**src/lp_tia_regs_pkg.sv**
```systemverilog
`default_nettype none
package lp_tia_regs_pkg;

  // ************************************************************
  // Register map
  // ************************************************************
  localparam int unsigned ADDR_W = 16;
  localparam int unsigned DATA_W = 32;
  localparam logic [15:0] LOOP_SWITCH_CONFIG_OFFSET = 16'h20E4;
  localparam logic [15:0] TIA_CONTROL_CHANNEL_ZERO_OFFSET = 16'h20EC;

  // ************************************************************
  // Reset values and writable masks
  // ************************************************************
  localparam logic [31:0] LOOP_SWITCH_CONFIG_RESET = 32'h00000000;
  localparam logic [31:0] TIA_CONTROL_CHANNEL_ZERO_RESET = 32'h00000003;
  localparam logic [31:0] LOOP_SWITCH_CONFIG_WMASK = 32'h0000FFFF;
  localparam logic [31:0] TIA_CONTROL_CHANNEL_ZERO_WMASK = 32'h0000FFFF;

  // ************************************************************
  // Field positions
  // ************************************************************
  localparam int unsigned LOOP_SWITCH_LSB = 0;
  localparam int unsigned LOOP_SWITCH_COUNT = 14;
  localparam int unsigned EXTERNAL_GAIN_PATH_SWITCH_BIT = 9;
  localparam int unsigned RECALIBRATION_SWITCH_BIT = 15;
  localparam int unsigned FILTER_RESISTOR_SELECT_LSB = 13;
  localparam int unsigned FILTER_RESISTOR_SELECT_W = 3;
  localparam int unsigned LOAD_RESISTOR_SELECT_LSB = 10;
  localparam int unsigned LOAD_RESISTOR_SELECT_W = 3;
  localparam int unsigned GAIN_RESISTOR_SELECT_LSB = 5;
  localparam int unsigned GAIN_RESISTOR_SELECT_W = 5;
  localparam int unsigned CONTROL_LOW_W = 5;

  // ************************************************************
  // Filter and gain resistor select codes
  // ************************************************************
  localparam logic [2:0] FILTER_CODE_DISCONNECT = 3'h0;
  localparam logic [2:0] FILTER_CODE_BYPASS = 3'h1;
  localparam logic [2:0] FILTER_CODE_ONE_MEGAOHM = 3'h7;
  localparam logic [4:0] GAIN_CODE_DETACHED = 5'h00;

  // ************************************************************
  // Bus responses
  // ************************************************************
  localparam logic [1:0] RESP_OKAY = 2'h0;
  localparam logic [1:0] RESP_SLVERR = 2'h2;

endpackage
`default_nettype wire

```
**src/lp_tia_switch_and_filter_regs.sv**
```systemverilog
// Our own choice: the AXI4-Lite interface to the registers.
`timescale 1ns/100ps
`default_nettype none
module lp_tia_switch_and_filter_regs #(
  parameter int unsigned ADDR_W = lp_tia_regs_pkg::ADDR_W
) (
  input wire logic aclk,
  input wire logic aresetn,
  input wire logic [ADDR_W-1:0] s_axi_awaddr,
  input wire logic [2:0] s_axi_awprot,
  input wire logic s_axi_awvalid,
  output logic s_axi_awready,
  input wire logic [31:0] s_axi_wdata,
  input wire logic [3:0] s_axi_wstrb,
  input wire logic s_axi_wvalid,
  output logic s_axi_wready,
  output logic [1:0] s_axi_bresp,
  output logic s_axi_bvalid,
  input wire logic s_axi_bready,
  input wire logic [ADDR_W-1:0] s_axi_araddr,
  input wire logic [2:0] s_axi_arprot,
  input wire logic s_axi_arvalid,
  output logic s_axi_arready,
  output logic [31:0] s_axi_rdata,
  output logic [1:0] s_axi_rresp,
  output logic s_axi_rvalid,
  input wire logic s_axi_rready,
  output logic [13:0] loop_switch_close,
  output logic recalibration_switch_path_switch_close,
  output logic [2:0] filter_resistor_select,
  output logic filter_pin_connect,
  output logic filter_bypass,
  output logic filter_one_megaohm,
  output logic [2:0] load_resistor_select,
  output logic [4:0] gain_resistor_select,
  output logic [4:0] control_low_bits,
  output logic external_gain_mode
);

  // ************************************************************
  // Storage
  // ************************************************************
  // Full words kept; the write mask holds bits 31:16 at zero
  logic [31:0] switch_cfg_q;
  logic [31:0] switch_cfg_d;
  logic [31:0] tia_ctrl_q;
  logic [31:0] tia_ctrl_d;

  // Write channel holding state; address and data may come apart
  logic aw_full_q;
  logic [ADDR_W-1:0] aw_addr_q;
  logic w_full_q;
  logic [31:0] w_data_q;
  logic [3:0] w_strb_q;
  logic bvalid_q;
  logic [1:0] bresp_q;

  // Read channel state
  logic rvalid_q;
  logic [31:0] rdata_q;
  logic [1:0] rresp_q;

  // Registered decode of the analog controls
  logic [13:0] loop_switch_q;
  logic recalibration_switch_q;
  logic [2:0] filter_sel_q;
  logic filter_connect_q;
  logic filter_bypass_q;
  logic filter_mega_q;
  logic [2:0] load_sel_q;
  logic [4:0] gain_sel_q;
  logic [4:0] ctrl_low_q;
  logic ext_gain_q;

  // ************************************************************
  // Byte-lane merge
  // ************************************************************
  // Only lanes with their strobe set change; mask keeps reserved bits 0
  // A zero strobe leaves the word untouched yet still answers OKAY
  function automatic logic [31:0] merge_lanes(
    input logic [31:0] old_val,
    input logic [31:0] new_val,
    input logic [3:0] strb,
    input logic [31:0] wmask
  );
    logic [31:0] res;
    res = old_val;
    for (int i = 0; i < 4; i++) begin
      if (strb[i]) begin
        res[i*8 +: 8] = new_val[i*8 +: 8];
      end
    end
    return res & wmask;
  endfunction

  // ************************************************************
  // Write channel
  // ************************************************************
  // Ready drops while a beat is held or a response waits
  // Holding each beat lets the master offer address and data in
  // either order; protection bits are ignored, every access is
  // treated alike
  wire aw_take = s_axi_awvalid && s_axi_awready;
  wire w_take = s_axi_wvalid && s_axi_wready;
  wire aw_have = aw_full_q || aw_take;
  wire w_have = w_full_q || w_take;
  wire do_write = aw_have && w_have && !bvalid_q;
  wire [ADDR_W-1:0] wr_addr = aw_full_q ? aw_addr_q : s_axi_awaddr;
  wire [31:0] wr_data = w_full_q ? w_data_q : s_axi_wdata;
  wire [3:0] wr_strb = w_full_q ? w_strb_q : s_axi_wstrb;

  assign s_axi_awready = !aw_full_q && !bvalid_q;
  assign s_axi_wready = !w_full_q && !bvalid_q;
  assign s_axi_bvalid = bvalid_q;
  assign s_axi_bresp = bresp_q;

  // Word-aligned address decode, low two bits ignored
  wire wr_word_sw = wr_addr[ADDR_W-1:2] ==
    lp_tia_regs_pkg::LOOP_SWITCH_CONFIG_OFFSET[ADDR_W-1:2];
  wire wr_word_ctl = wr_addr[ADDR_W-1:2] ==
    lp_tia_regs_pkg::TIA_CONTROL_CHANNEL_ZERO_OFFSET[ADDR_W-1:2];
  wire wr_hit_sw = do_write && wr_word_sw;
  wire wr_hit_ctl = do_write && wr_word_ctl;
  wire wr_mapped = wr_word_sw || wr_word_ctl;

  // Next register values
  assign switch_cfg_d = wr_hit_sw ? merge_lanes(switch_cfg_q, wr_data,
    wr_strb, lp_tia_regs_pkg::LOOP_SWITCH_CONFIG_WMASK) : switch_cfg_q;
  assign tia_ctrl_d = wr_hit_ctl ? merge_lanes(tia_ctrl_q, wr_data,
    wr_strb, lp_tia_regs_pkg::TIA_CONTROL_CHANNEL_ZERO_WMASK) : tia_ctrl_q;

  // Address holding buffer
  always_ff @(posedge aclk) begin
    if (!aresetn) begin
      aw_full_q <= 1'b0;
      aw_addr_q <= '0;
    end else if (do_write) begin
      aw_full_q <= 1'b0;
    end else if (aw_take) begin
      aw_full_q <= 1'b1;
      aw_addr_q <= s_axi_awaddr;
    end
  end

  // Data holding buffer
  always_ff @(posedge aclk) begin
    if (!aresetn) begin
      w_full_q <= 1'b0;
      w_data_q <= 32'h00000000;
      w_strb_q <= 4'h0;
    end else if (do_write) begin
      w_full_q <= 1'b0;
    end else if (w_take) begin
      w_full_q <= 1'b1;
      w_data_q <= s_axi_wdata;
      w_strb_q <= s_axi_wstrb;
    end
  end

  // Write response; unmapped words answer with an error
  // Raised only once both beats are in hand, held until bready
  always_ff @(posedge aclk) begin
    if (!aresetn) begin
      bvalid_q <= 1'b0;
      bresp_q <= lp_tia_regs_pkg::RESP_OKAY;
    end else if (do_write) begin
      bvalid_q <= 1'b1;
      bresp_q <= wr_mapped ? lp_tia_regs_pkg::RESP_OKAY :
        lp_tia_regs_pkg::RESP_SLVERR;
    end else if (s_axi_bready) begin
      bvalid_q <= 1'b0;
    end
  end

  // ************************************************************
  // Registers
  // ************************************************************
  // Reset leaves every switch open and control at its reset word
  // Writes land one edge after both beats are in hand
  always_ff @(posedge aclk) begin
    if (!aresetn) begin
      switch_cfg_q <= lp_tia_regs_pkg::LOOP_SWITCH_CONFIG_RESET;
      tia_ctrl_q <= lp_tia_regs_pkg::TIA_CONTROL_CHANNEL_ZERO_RESET;
    end else begin
      switch_cfg_q <= switch_cfg_d;
      tia_ctrl_q <= tia_ctrl_d;
    end
  end

  // ************************************************************
  // Read channel
  // ************************************************************
  // Read decode; a word outside the map reads zero with an error
  // The word is captured at the take, so a write landing in the
  // same cycle shows only on the next read
  wire ar_take = s_axi_arvalid && s_axi_arready;
  wire rd_word_sw = s_axi_araddr[ADDR_W-1:2] ==
    lp_tia_regs_pkg::LOOP_SWITCH_CONFIG_OFFSET[ADDR_W-1:2];
  wire rd_word_ctl = s_axi_araddr[ADDR_W-1:2] ==
    lp_tia_regs_pkg::TIA_CONTROL_CHANNEL_ZERO_OFFSET[ADDR_W-1:2];
  wire [31:0] rd_mux = rd_word_sw ? switch_cfg_q :
    rd_word_ctl ? tia_ctrl_q : 32'h00000000;
  wire [1:0] rd_resp = (rd_word_sw || rd_word_ctl) ?
    lp_tia_regs_pkg::RESP_OKAY : lp_tia_regs_pkg::RESP_SLVERR;

  assign s_axi_arready = !rvalid_q;
  assign s_axi_rvalid = rvalid_q;
  assign s_axi_rdata = rdata_q;
  assign s_axi_rresp = rresp_q;

  // One read in flight; data held until rready
  always_ff @(posedge aclk) begin
    if (!aresetn) begin
      rvalid_q <= 1'b0;
      rdata_q <= 32'h00000000;
      rresp_q <= lp_tia_regs_pkg::RESP_OKAY;
    end else if (ar_take) begin
      rvalid_q <= 1'b1;
      rdata_q <= rd_mux;
      rresp_q <= rd_resp;
    end else if (s_axi_rready) begin
      rvalid_q <= 1'b0;
    end
  end

  // ************************************************************
  // Analog control decode
  // ************************************************************
  // Field slices of the stored words
  wire [2:0] filter_code =
    tia_ctrl_q[lp_tia_regs_pkg::FILTER_RESISTOR_SELECT_LSB
    +: lp_tia_regs_pkg::FILTER_RESISTOR_SELECT_W];
  wire [4:0] gain_code = tia_ctrl_q[lp_tia_regs_pkg::GAIN_RESISTOR_SELECT_LSB
    +: lp_tia_regs_pkg::GAIN_RESISTOR_SELECT_W];
  wire [2:0] load_code = tia_ctrl_q[lp_tia_regs_pkg::LOAD_RESISTOR_SELECT_LSB
    +: lp_tia_regs_pkg::LOAD_RESISTOR_SELECT_W];
  wire [13:0] switch_bits = switch_cfg_q[lp_tia_regs_pkg::LOOP_SWITCH_LSB
    +: lp_tia_regs_pkg::LOOP_SWITCH_COUNT];
  wire recalibration_switch_bit = switch_cfg_q[lp_tia_regs_pkg::RECALIBRATION_SWITCH_BIT];
  // Disconnect removes both pin and capacitor from the output
  wire filter_connect_d = filter_code !=
    lp_tia_regs_pkg::FILTER_CODE_DISCONNECT;
  wire filter_bypass_d = filter_code ==
    lp_tia_regs_pkg::FILTER_CODE_BYPASS;
  wire filter_mega_d = filter_code ==
    lp_tia_regs_pkg::FILTER_CODE_ONE_MEGAOHM;
  // Flags the software recipe for an external gain resistor
  wire ext_gain_d = (gain_code == lp_tia_regs_pkg::GAIN_CODE_DETACHED) &&
    switch_cfg_q[lp_tia_regs_pkg::EXTERNAL_GAIN_PATH_SWITCH_BIT];

  // Registered so the analog side sees glitch-free levels; one cycle lag
  // Reset levels mirror the stored reset words, so the pins agree
  // with what a read returns out of reset, and trail each write by a cycle
  always_ff @(posedge aclk) begin
    if (!aresetn) begin
      loop_switch_q <= 14'h0000;
      recalibration_switch_q <= 1'b0;
      filter_sel_q <= lp_tia_regs_pkg::FILTER_CODE_DISCONNECT;
      filter_connect_q <= 1'b0;
      filter_bypass_q <= 1'b0;
      filter_mega_q <= 1'b0;
      load_sel_q <= 3'h0;
      gain_sel_q <= 5'h00;
      ctrl_low_q <= lp_tia_regs_pkg::TIA_CONTROL_CHANNEL_ZERO_RESET[4:0];
      ext_gain_q <= 1'b0;
    end else begin
      loop_switch_q <= switch_bits;
      recalibration_switch_q <= recalibration_switch_bit;
      filter_sel_q <= filter_code;
      filter_connect_q <= filter_connect_d;
      filter_bypass_q <= filter_bypass_d;
      filter_mega_q <= filter_mega_d;
      load_sel_q <= load_code;
      gain_sel_q <= gain_code;
      ctrl_low_q <= tia_ctrl_q[lp_tia_regs_pkg::CONTROL_LOW_W-1:0];
      ext_gain_q <= ext_gain_d;
    end
  end

  // Output pins
  // Every pin comes straight from a flop
  assign loop_switch_close = loop_switch_q;
  assign recalibration_switch_path_switch_close = recalibration_switch_q;
  assign filter_resistor_select = filter_sel_q;
  assign filter_pin_connect = filter_connect_q;
  assign filter_bypass = filter_bypass_q;
  assign filter_one_megaohm = filter_mega_q;
  assign load_resistor_select = load_sel_q;
  assign gain_resistor_select = gain_sel_q;
  assign control_low_bits = ctrl_low_q;
  assign external_gain_mode = ext_gain_q;

endmodule
`default_nettype wire

```
**config.mk**
```make
export PLATFORM = sky130hd
export DESIGN_NAME = lp_tia_switch_and_filter_regs
export DESIGN_NICKNAME = d
export VERILOG_FILES = /design/src/lp_tia_regs_pkg.sv /design/src/lp_tia_switch_and_filter_regs.sv
export SDC_FILE = /design/constraint.sdc
export NUM_CORES = 1
export LEC_CHECK = 0
export ABC_AREA = 1
export BUFFER_PORTS_ARGS = -buffer_cell sky130_fd_sc_hd__buf_4
export CAP_MARGIN = 5
export CORE_MARGIN = 3
export CORE_UTILIZATION = 50
export CTS_CLUSTER_DIAMETER = 100
export CTS_CLUSTER_SIZE = 12
export DETAILED_ROUTE_END_ITERATION = 6
export PLACE_DENSITY = 0.74
export SYNTH_ARGS = -nofsm -noshare
export SYNTH_HDL_FRONTEND = slang
export SYNTH_SLANG_ARGS = --single-unit
```
**constraint.sdc**
```tcl
create_clock -name aclk -period 4.1 [get_ports aclk]
set_input_delay 0.205 -clock aclk [delete_from_list [all_inputs] [get_ports aclk]]
set_output_delay 0.205 -clock aclk [all_outputs]
set_load 0.01 [all_outputs]
```
[Word-level counts from Yosys, hierarchy flattened]
Cells that the tools add are included.
Word-level totals
  memories: 0
  output and inout bits: 76
  bits in latches: 0
  bits in read-only memories: 0
  memory bits (writable): 0
  bits in registers: 141
  word-level logic and storage cells: 72
  input bits: 81
Cells by class
  multiplexer cells: 11
  magnitude comparators: 0
  reduce and logical (&&, ||, !) cells: 29
  equality and inequality tests: 6
  multipliers: 0
  divide/modulo/power cells: 0
  $add $sub $neg: 0
  bitwise operators: 2
  shifts and indexed selects: 0
Operators by type and width (count)
  $mux W16: 4
  $eq A14 B12 Y1 const B: 4
  $reduce_and A2 Y1: 6
  $logic_and A1 B1 Y1: 10
  $mux W2: 3
  $logic_not A5 Y1: 1
  $logic_not A1 Y1: 4
  $logic_or A1 B1 Y1: 4
  $mux W1: 4
  $reduce_bool A2 Y1: 2
  $eq A3 B1 Y1 const B: 1
  $eq A3 B3 Y1 const B: 1
  $reduce_bool A3 Y1: 1
  $not A1 Y1: 2
  $reduce_or A2 Y1: 1

[Depth between registers and ports, before layout]
  word-level depth: 8
  depth in mapped cells: 11
  depth with buffers taken out: 10

[Worst setup path before layout]
No wires, ideal clock.
  kind: register -> register
  start point: register bvalid_q, in the netlist s_axi_bvalid
  end point: register switch_cfg_q[10]
  clock period less this slack: 1.440 ns
  path buffers: 2
  library setup time: 0.110 ns
  data arrival time: 1.330 ns
  data required time: 3.990 ns
  cell stages (with the launch flop): 9
  path slack: 2.660 ns
  path through: dfxtp_1 > nor3b_4 > nor2_2 > nor2_8 > buf_8 > buf_4 > nand4_1 > nand2_1 > nor2_1
Between the ends
  longest elaborated chain between the ends: 8
  elaborated cells on any way between the ends: 11
  those cells by class: reduce/logical: 11
Ends and longest elaborated chain
  start, declared: RTL line lp_tia_switch_and_filter_regs.sv:55  | logic bvalid_q;
  start signal, assigned: RTL line lp_tia_switch_and_filter_regs.sv:164  | bvalid_q <= 1'b0;
  start signal, assigned: RTL line lp_tia_switch_and_filter_regs.sv:167  | bvalid_q <= 1'b1;
  start signal, assigned: RTL line lp_tia_switch_and_filter_regs.sv:171  | bvalid_q <= 1'b0;
  $logic_not A1 Y1 *: RTL line lp_tia_switch_and_filter_regs.sv:107, lp_tia_switch_and_filter_regs.sv:112, lp_tia_switch_and_filter_regs.sv:113
  $logic_and A1 B1 Y1 (on tied branches): RTL line lp_tia_switch_and_filter_regs.sv:112, lp_tia_switch_and_filter_regs.sv:113
  $logic_and A1 B1 Y1 (on tied branches): RTL line lp_tia_switch_and_filter_regs.sv:103, lp_tia_switch_and_filter_regs.sv:104
  $logic_or A1 B1 Y1 (on tied branches): RTL line lp_tia_switch_and_filter_regs.sv:105, lp_tia_switch_and_filter_regs.sv:106
  $logic_and A1 B1 Y1: RTL line lp_tia_switch_and_filter_regs.sv:107  | wire do_write = aw_have && w_have && !bvalid_q;
  $logic_and A1 B1 Y1 *: RTL line lp_tia_switch_and_filter_regs.sv:107
  $logic_and A1 B1 Y1 *: RTL line lp_tia_switch_and_filter_regs.sv:122  | wire wr_hit_sw = do_write && wr_word_sw;
  $reduce_and A2 Y1 (no line) *
  end signal, assigned: RTL line lp_tia_switch_and_filter_regs.sv:182  | switch_cfg_q <= lp_tia_regs_pkg::LOOP_SWITCH_CONFIG_RESET;
  end signal, assigned: RTL line lp_tia_switch_and_filter_regs.sv:185  | switch_cfg_q <= switch_cfg_d;
  end, declared: RTL line lp_tia_switch_and_filter_regs.sv:44  | logic [31:0] switch_cfg_q;
Every way passes the cells marked *; elsewhere a longest branch is shown, timed or not.
A chain may end at the register's enable or synchronous reset.

[Worst setup path in the final report]
  start point: register w_full_q
  end point: register tia_ctrl_q[13]
Between the ends
  longest elaborated chain between the ends: 8
  elaborated cells on any way between the ends: 10
  those cells by class: mux: 2; reduce/logical: 8
Ends and longest elaborated chain
  start, declared: RTL line lp_tia_switch_and_filter_regs.sv:52  | logic w_full_q;
  start signal, assigned: RTL line lp_tia_switch_and_filter_regs.sv:148  | w_full_q <= 1'b0;
  start signal, assigned: RTL line lp_tia_switch_and_filter_regs.sv:152  | w_full_q <= 1'b0;
  start signal, assigned: RTL line lp_tia_switch_and_filter_regs.sv:154  | w_full_q <= 1'b1;
  $logic_not A1 Y1: RTL line lp_tia_switch_and_filter_regs.sv:113  | assign s_axi_wready = !w_full_q && !bvalid_q;
  $logic_and A1 B1 Y1: RTL line lp_tia_switch_and_filter_regs.sv:113
  $logic_and A1 B1 Y1: RTL line lp_tia_switch_and_filter_regs.sv:104  | wire w_take = s_axi_wvalid && s_axi_wready;
  $logic_or A1 B1 Y1: RTL line lp_tia_switch_and_filter_regs.sv:106  | wire w_have = w_full_q || w_take;
  $logic_and A1 B1 Y1 (2 in a row): RTL line lp_tia_switch_and_filter_regs.sv:107
  $logic_and A1 B1 Y1: RTL line lp_tia_switch_and_filter_regs.sv:123  | wire wr_hit_ctl = do_write && wr_word_ctl;
  $reduce_and A2 Y1 (no line)
  end signal, assigned: RTL line lp_tia_switch_and_filter_regs.sv:183  | tia_ctrl_q <= lp_tia_regs_pkg::TIA_CONTROL_CHANNEL_ZERO_RESET;
  end signal, assigned: RTL line lp_tia_switch_and_filter_regs.sv:186  | tia_ctrl_q <= tia_ctrl_d;
  end, declared: RTL line lp_tia_switch_and_filter_regs.sv:46  | logic [31:0] tia_ctrl_q;
Parallel ways exist; a longest one is shown, timed or not.

==> run summary <==
After synthesis the netlist holds a flip-flop and latch count of 121. Total core area: 0.0104 mm2. The routed design has 12900 um of wire. Clock edge transition at the registers on the reported setup and hold paths: 60 ps.

The run finished with clean final reports. The arrival time reported for the critical path endpoint was 2620 ps; the fraction of layout instances using a drive strength above 1 was 18.0%. Cell class contributing the biggest share of worst-path delay: simple AND/OR/NAND/NOR gates. For this run the aggregate overflow at the end of global routing stands at 0. The tools report the initial antenna violation count as 0. The highest cell delay on the worst timing path was 600 ps; the estimated wirelength of the detail-placed design was 8490 um. For the number of sinks handled by clock tree synthesis, the log shows 121. Of the synthesized area, sequential elements account for 44.8%. At the end of the flow, the number of nets in the layout was 970. By instance count, the cell type seen most on the critical path is sky130_fd_sc_hd__nand2_1. For the number of failing hold endpoints at the final stage, the log shows 0.

The power density over cell area was 457 mW/mm2. Class of the most critical setup path: reg -> reg. The die covers 0.0121 mm2. For the number of buffers on the longest clock path, the log shows 2. The area added between synthesis and finish is 31.4%. Summed over all failing endpoints, the final setup total negative slack is 0 ps.

H-tree depth: 4. The detail-routed net length per standard cell is 12.5 um. Global routing used 22.0% of the available tracks across all layers. At the pin with the least slew margin, the transition time is 1020 ps. The first routing iteration left 283 violations. The most congested layer reported by global routing is met2. Wire length of the first global-routing pass: 20800 um. The mean cell area of the mapped netlist came out at 7.11 um2.

Measured along the y axis, the die boundary spans 110 um. The gate count after technology mapping was 760. The startpoint class of the critical path is a register. The detail route stage leaves a number of antenna-violating nets equal to 0. The library cells used most frequently in the layout, excluding fill and tap cells, are sky130_fd_sc_hd__nor2_1 (145), sky130_fd_sc_hd__inv_1 (136), sky130_fd_sc_hd__nand2_1 (135). The clock period could shrink to 2210 ps. The number of synthesis warnings came out at 0.

Number of global-route vias before repair: 4541. The worst-skew pair later-pin latency is 520 ps. The run gives 4510 ps as the critical path data required time. The min-delay analysis places its worst path in the category in -> reg. Row count: 37. The worst-case IR drop observed on VDD is 314 uV. After synthesis the cells add up to 0.00541 mm2. Routability-driven placement finished with a final weighted congestion of 0.803. The fraction of the cycle the final worst path needs came out at 53.8%.

The pin count of the biggest net entering global routing was 74. The slowest stage of the critical path is the sky130_fd_sc_hd__dfxtp_1 cell. The die is 110 um wide. The number of slew-limit violations in the final report is 0. Cell at the root of the clock tree: sky130_fd_sc_hd__clkbuf_8. The final cell count without fillers is 1036. The number of gates resized after CTS was 0.

Based on the critical path, the design can be clocked at up to 453 MHz. Global routing consumed, on the met2 layer, 35.7% of the routing resources. Including well taps, the total number of placed cells is 972. Global routing consumed, on the met1 layer, 28.6% of the routing resources. The remaining design rule violation count is 0. Measured against its own limit, the worst slew margin works out to 32.1%. The run gives 3.61 nW as the total leakage power.

The number of buffers added by the clock tree synthesis step is 17. The largest fanout on the critical path is 18. The critical path buffer and inverter count came out at 3. Setup repair after global routing left no endpoint under its margin.

The count of buffers added on input and output ports is 110. The tool flagged a number of max-cap violations equal to 0. The library cell used most frequently in the layout, excluding fill and tap cells, is sky130_fd_sc_hd__nor2_1.

The routed via count was 4929. The via density per instance was 4.76. STA classifies the critical path endpoint as a register. For the final-report setup violation count, the log shows 0.

TritonCTS built the clock tree. Traced cell by cell, the critical path runs through buf_4 -> inv_1 -> nand2_1 -> nand2_1 -> nand4_4 -> nand2_1 -> inv_1 -> nor2_1. The repair_antennas step left the layout with diodes totalling 0.

For met3 alone, demand over resource in global routing was 5.82%. The count of unique library cells instantiated by Yosys is 32. Once the floorplan was initialized, standard cells occupied 51.9% of the core. For the worst-case clock skew, the log shows 10.2 ps. The first detailed-routing pass took 5 iterations. In this run the count of I/O pins placed on the die edge is 157.
==> synthesized netlist by cell type, drive strengths merged <==
library cell	count	area share (%)
nand3b	2	0.28
mux2i	11	2.0
nor3	4	0.37
nand2	137	9.6
dfxtp	121	45
nor4	2	0.23
nand3	12	1.1
o21a	1	0.14
o211ai	1	0.14
or2	2	0.23
buf	35	4.8
clkbuf	18	1.2
nor2	154	12
o21ai	71	6.6
a21oi	10	0.93
nor3b	1	0.35
nand4	37	5.4
conb	1	0.069
inv	140	9.8
==> per-layer routing <==
metal / routed length, um / vias up / share of wire (%)
met5: 0 / - / 0
met4: 150 / 0 / 1.2
met3: 905 / 13 / 7.0
met2: 5980 / 163 / 46
met1: 5880 / 2206 / 46
li1: - / 2547 / -
==> final timing paths <==
| check | slack (ps) | from | cells after the start | end |
|---|---|---|---|---|
| max | 1890 | w_full_q$_SDFFE_PP0P_ | 8 | tia_ctrl_q[13]$_SDFFE_PN0P_ |
| min | 50 | s_axi_arvalid | 6 | s_axi_rresp[1]$_SDFFE_PN0P_ |
| max reg2reg | 1890 | w_full_q$_SDFFE_PP0P_ | 8 | tia_ctrl_q[13]$_SDFFE_PN0P_ |
| min reg2reg | 420 | switch_cfg_q[3]$_SDFFE_PN0P_ | 2 | loop_switch_close[3]$_SDFF_PN0_ |
==> layout make-up <==
cell class / instances / area [um2]
Fill cell: 856 / 3320
Sequential cell: 121 / 2420
Multi-Input combinational cell: 463 / 2190
Timing Repair Buffer: 146 / 1180
Inverter: 140 / 528
Clock buffer: 23 / 467
Tap cell: 136 / 170
Clock inverter: 7 / 141
==> metrics by stage <==
step           hold WS, ps  total power [mW]  setup WS, ps  area, um2  utilization (%)
3_5_place_dp           418              1.71          1970       6150             59.1
5_1_grt               52.4              3.38          1710       7100             68.2
2_1_floorplan          354              1.61          2660       5470                -
3_3_place_gp           418              1.69          2040       6150             59.1
6_report              46.5              3.24          1890       7100             68.2
4_1_cts               18.9              3.26          1950       7100             68.2
==> where the power goes <==
group,internal [mW],switching (mW)
registers,1.24,0.0430
logic,0.168,0.263
clock network,1.03,0.498
total,2.44,0.804
==> flip-flops by register name (all words and copies together) (netlist names), 2 cells and up <==
signal / count
aw_addr_q: 14
control_low_bits: 5
filter_resistor_select: 3
gain_resistor_select: 5
load_resistor_select: 3
loop_switch_close: 14
s_axi_rdata: 16
switch_cfg_q: 16
tia_ctrl_q: 16
w_data_q: 16
w_strb_q: 2
==> kinds of logic (layout without fill, tap and decap cells) <==
| family | count (synthesis) | in the layout | share of synthesized area, % |
|---|---|---|---|
| muxes | 11 | 11 | 2.04 |
| and+or+nand+nor | 351 | 351 | 29.4 |
| other | 1 | 18 | 0.0694 |
| AOI/OAI and AO/OA | 83 | 83 | 7.85 |
| DFF | 121 | 121 | 44.8 |
| buffers and inverters | 193 | 316 | 15.8 |
==> what timing repair did <==
item	CTS	global route
buffers inserted	0	0
setup endpoints to repair	0	0
hold buffers	34	0
hold endpoints to repair	34	0
==> worst register-to-register path, cell delays in order, from the launching register on <==
cell and delay, ps:
sky130_fd_sc_hd__dfxtp_1 600, sky130_fd_sc_hd__buf_4 340, sky130_fd_sc_hd__inv_1 120, sky130_fd_sc_hd__nand2_1 80
sky130_fd_sc_hd__nand2_1 410, sky130_fd_sc_hd__nand4_4 370, sky130_fd_sc_hd__nand2_1 90, sky130_fd_sc_hd__inv_1 60
sky130_fd_sc_hd__nor2_1 40
(Power assumes the default switching activity.)
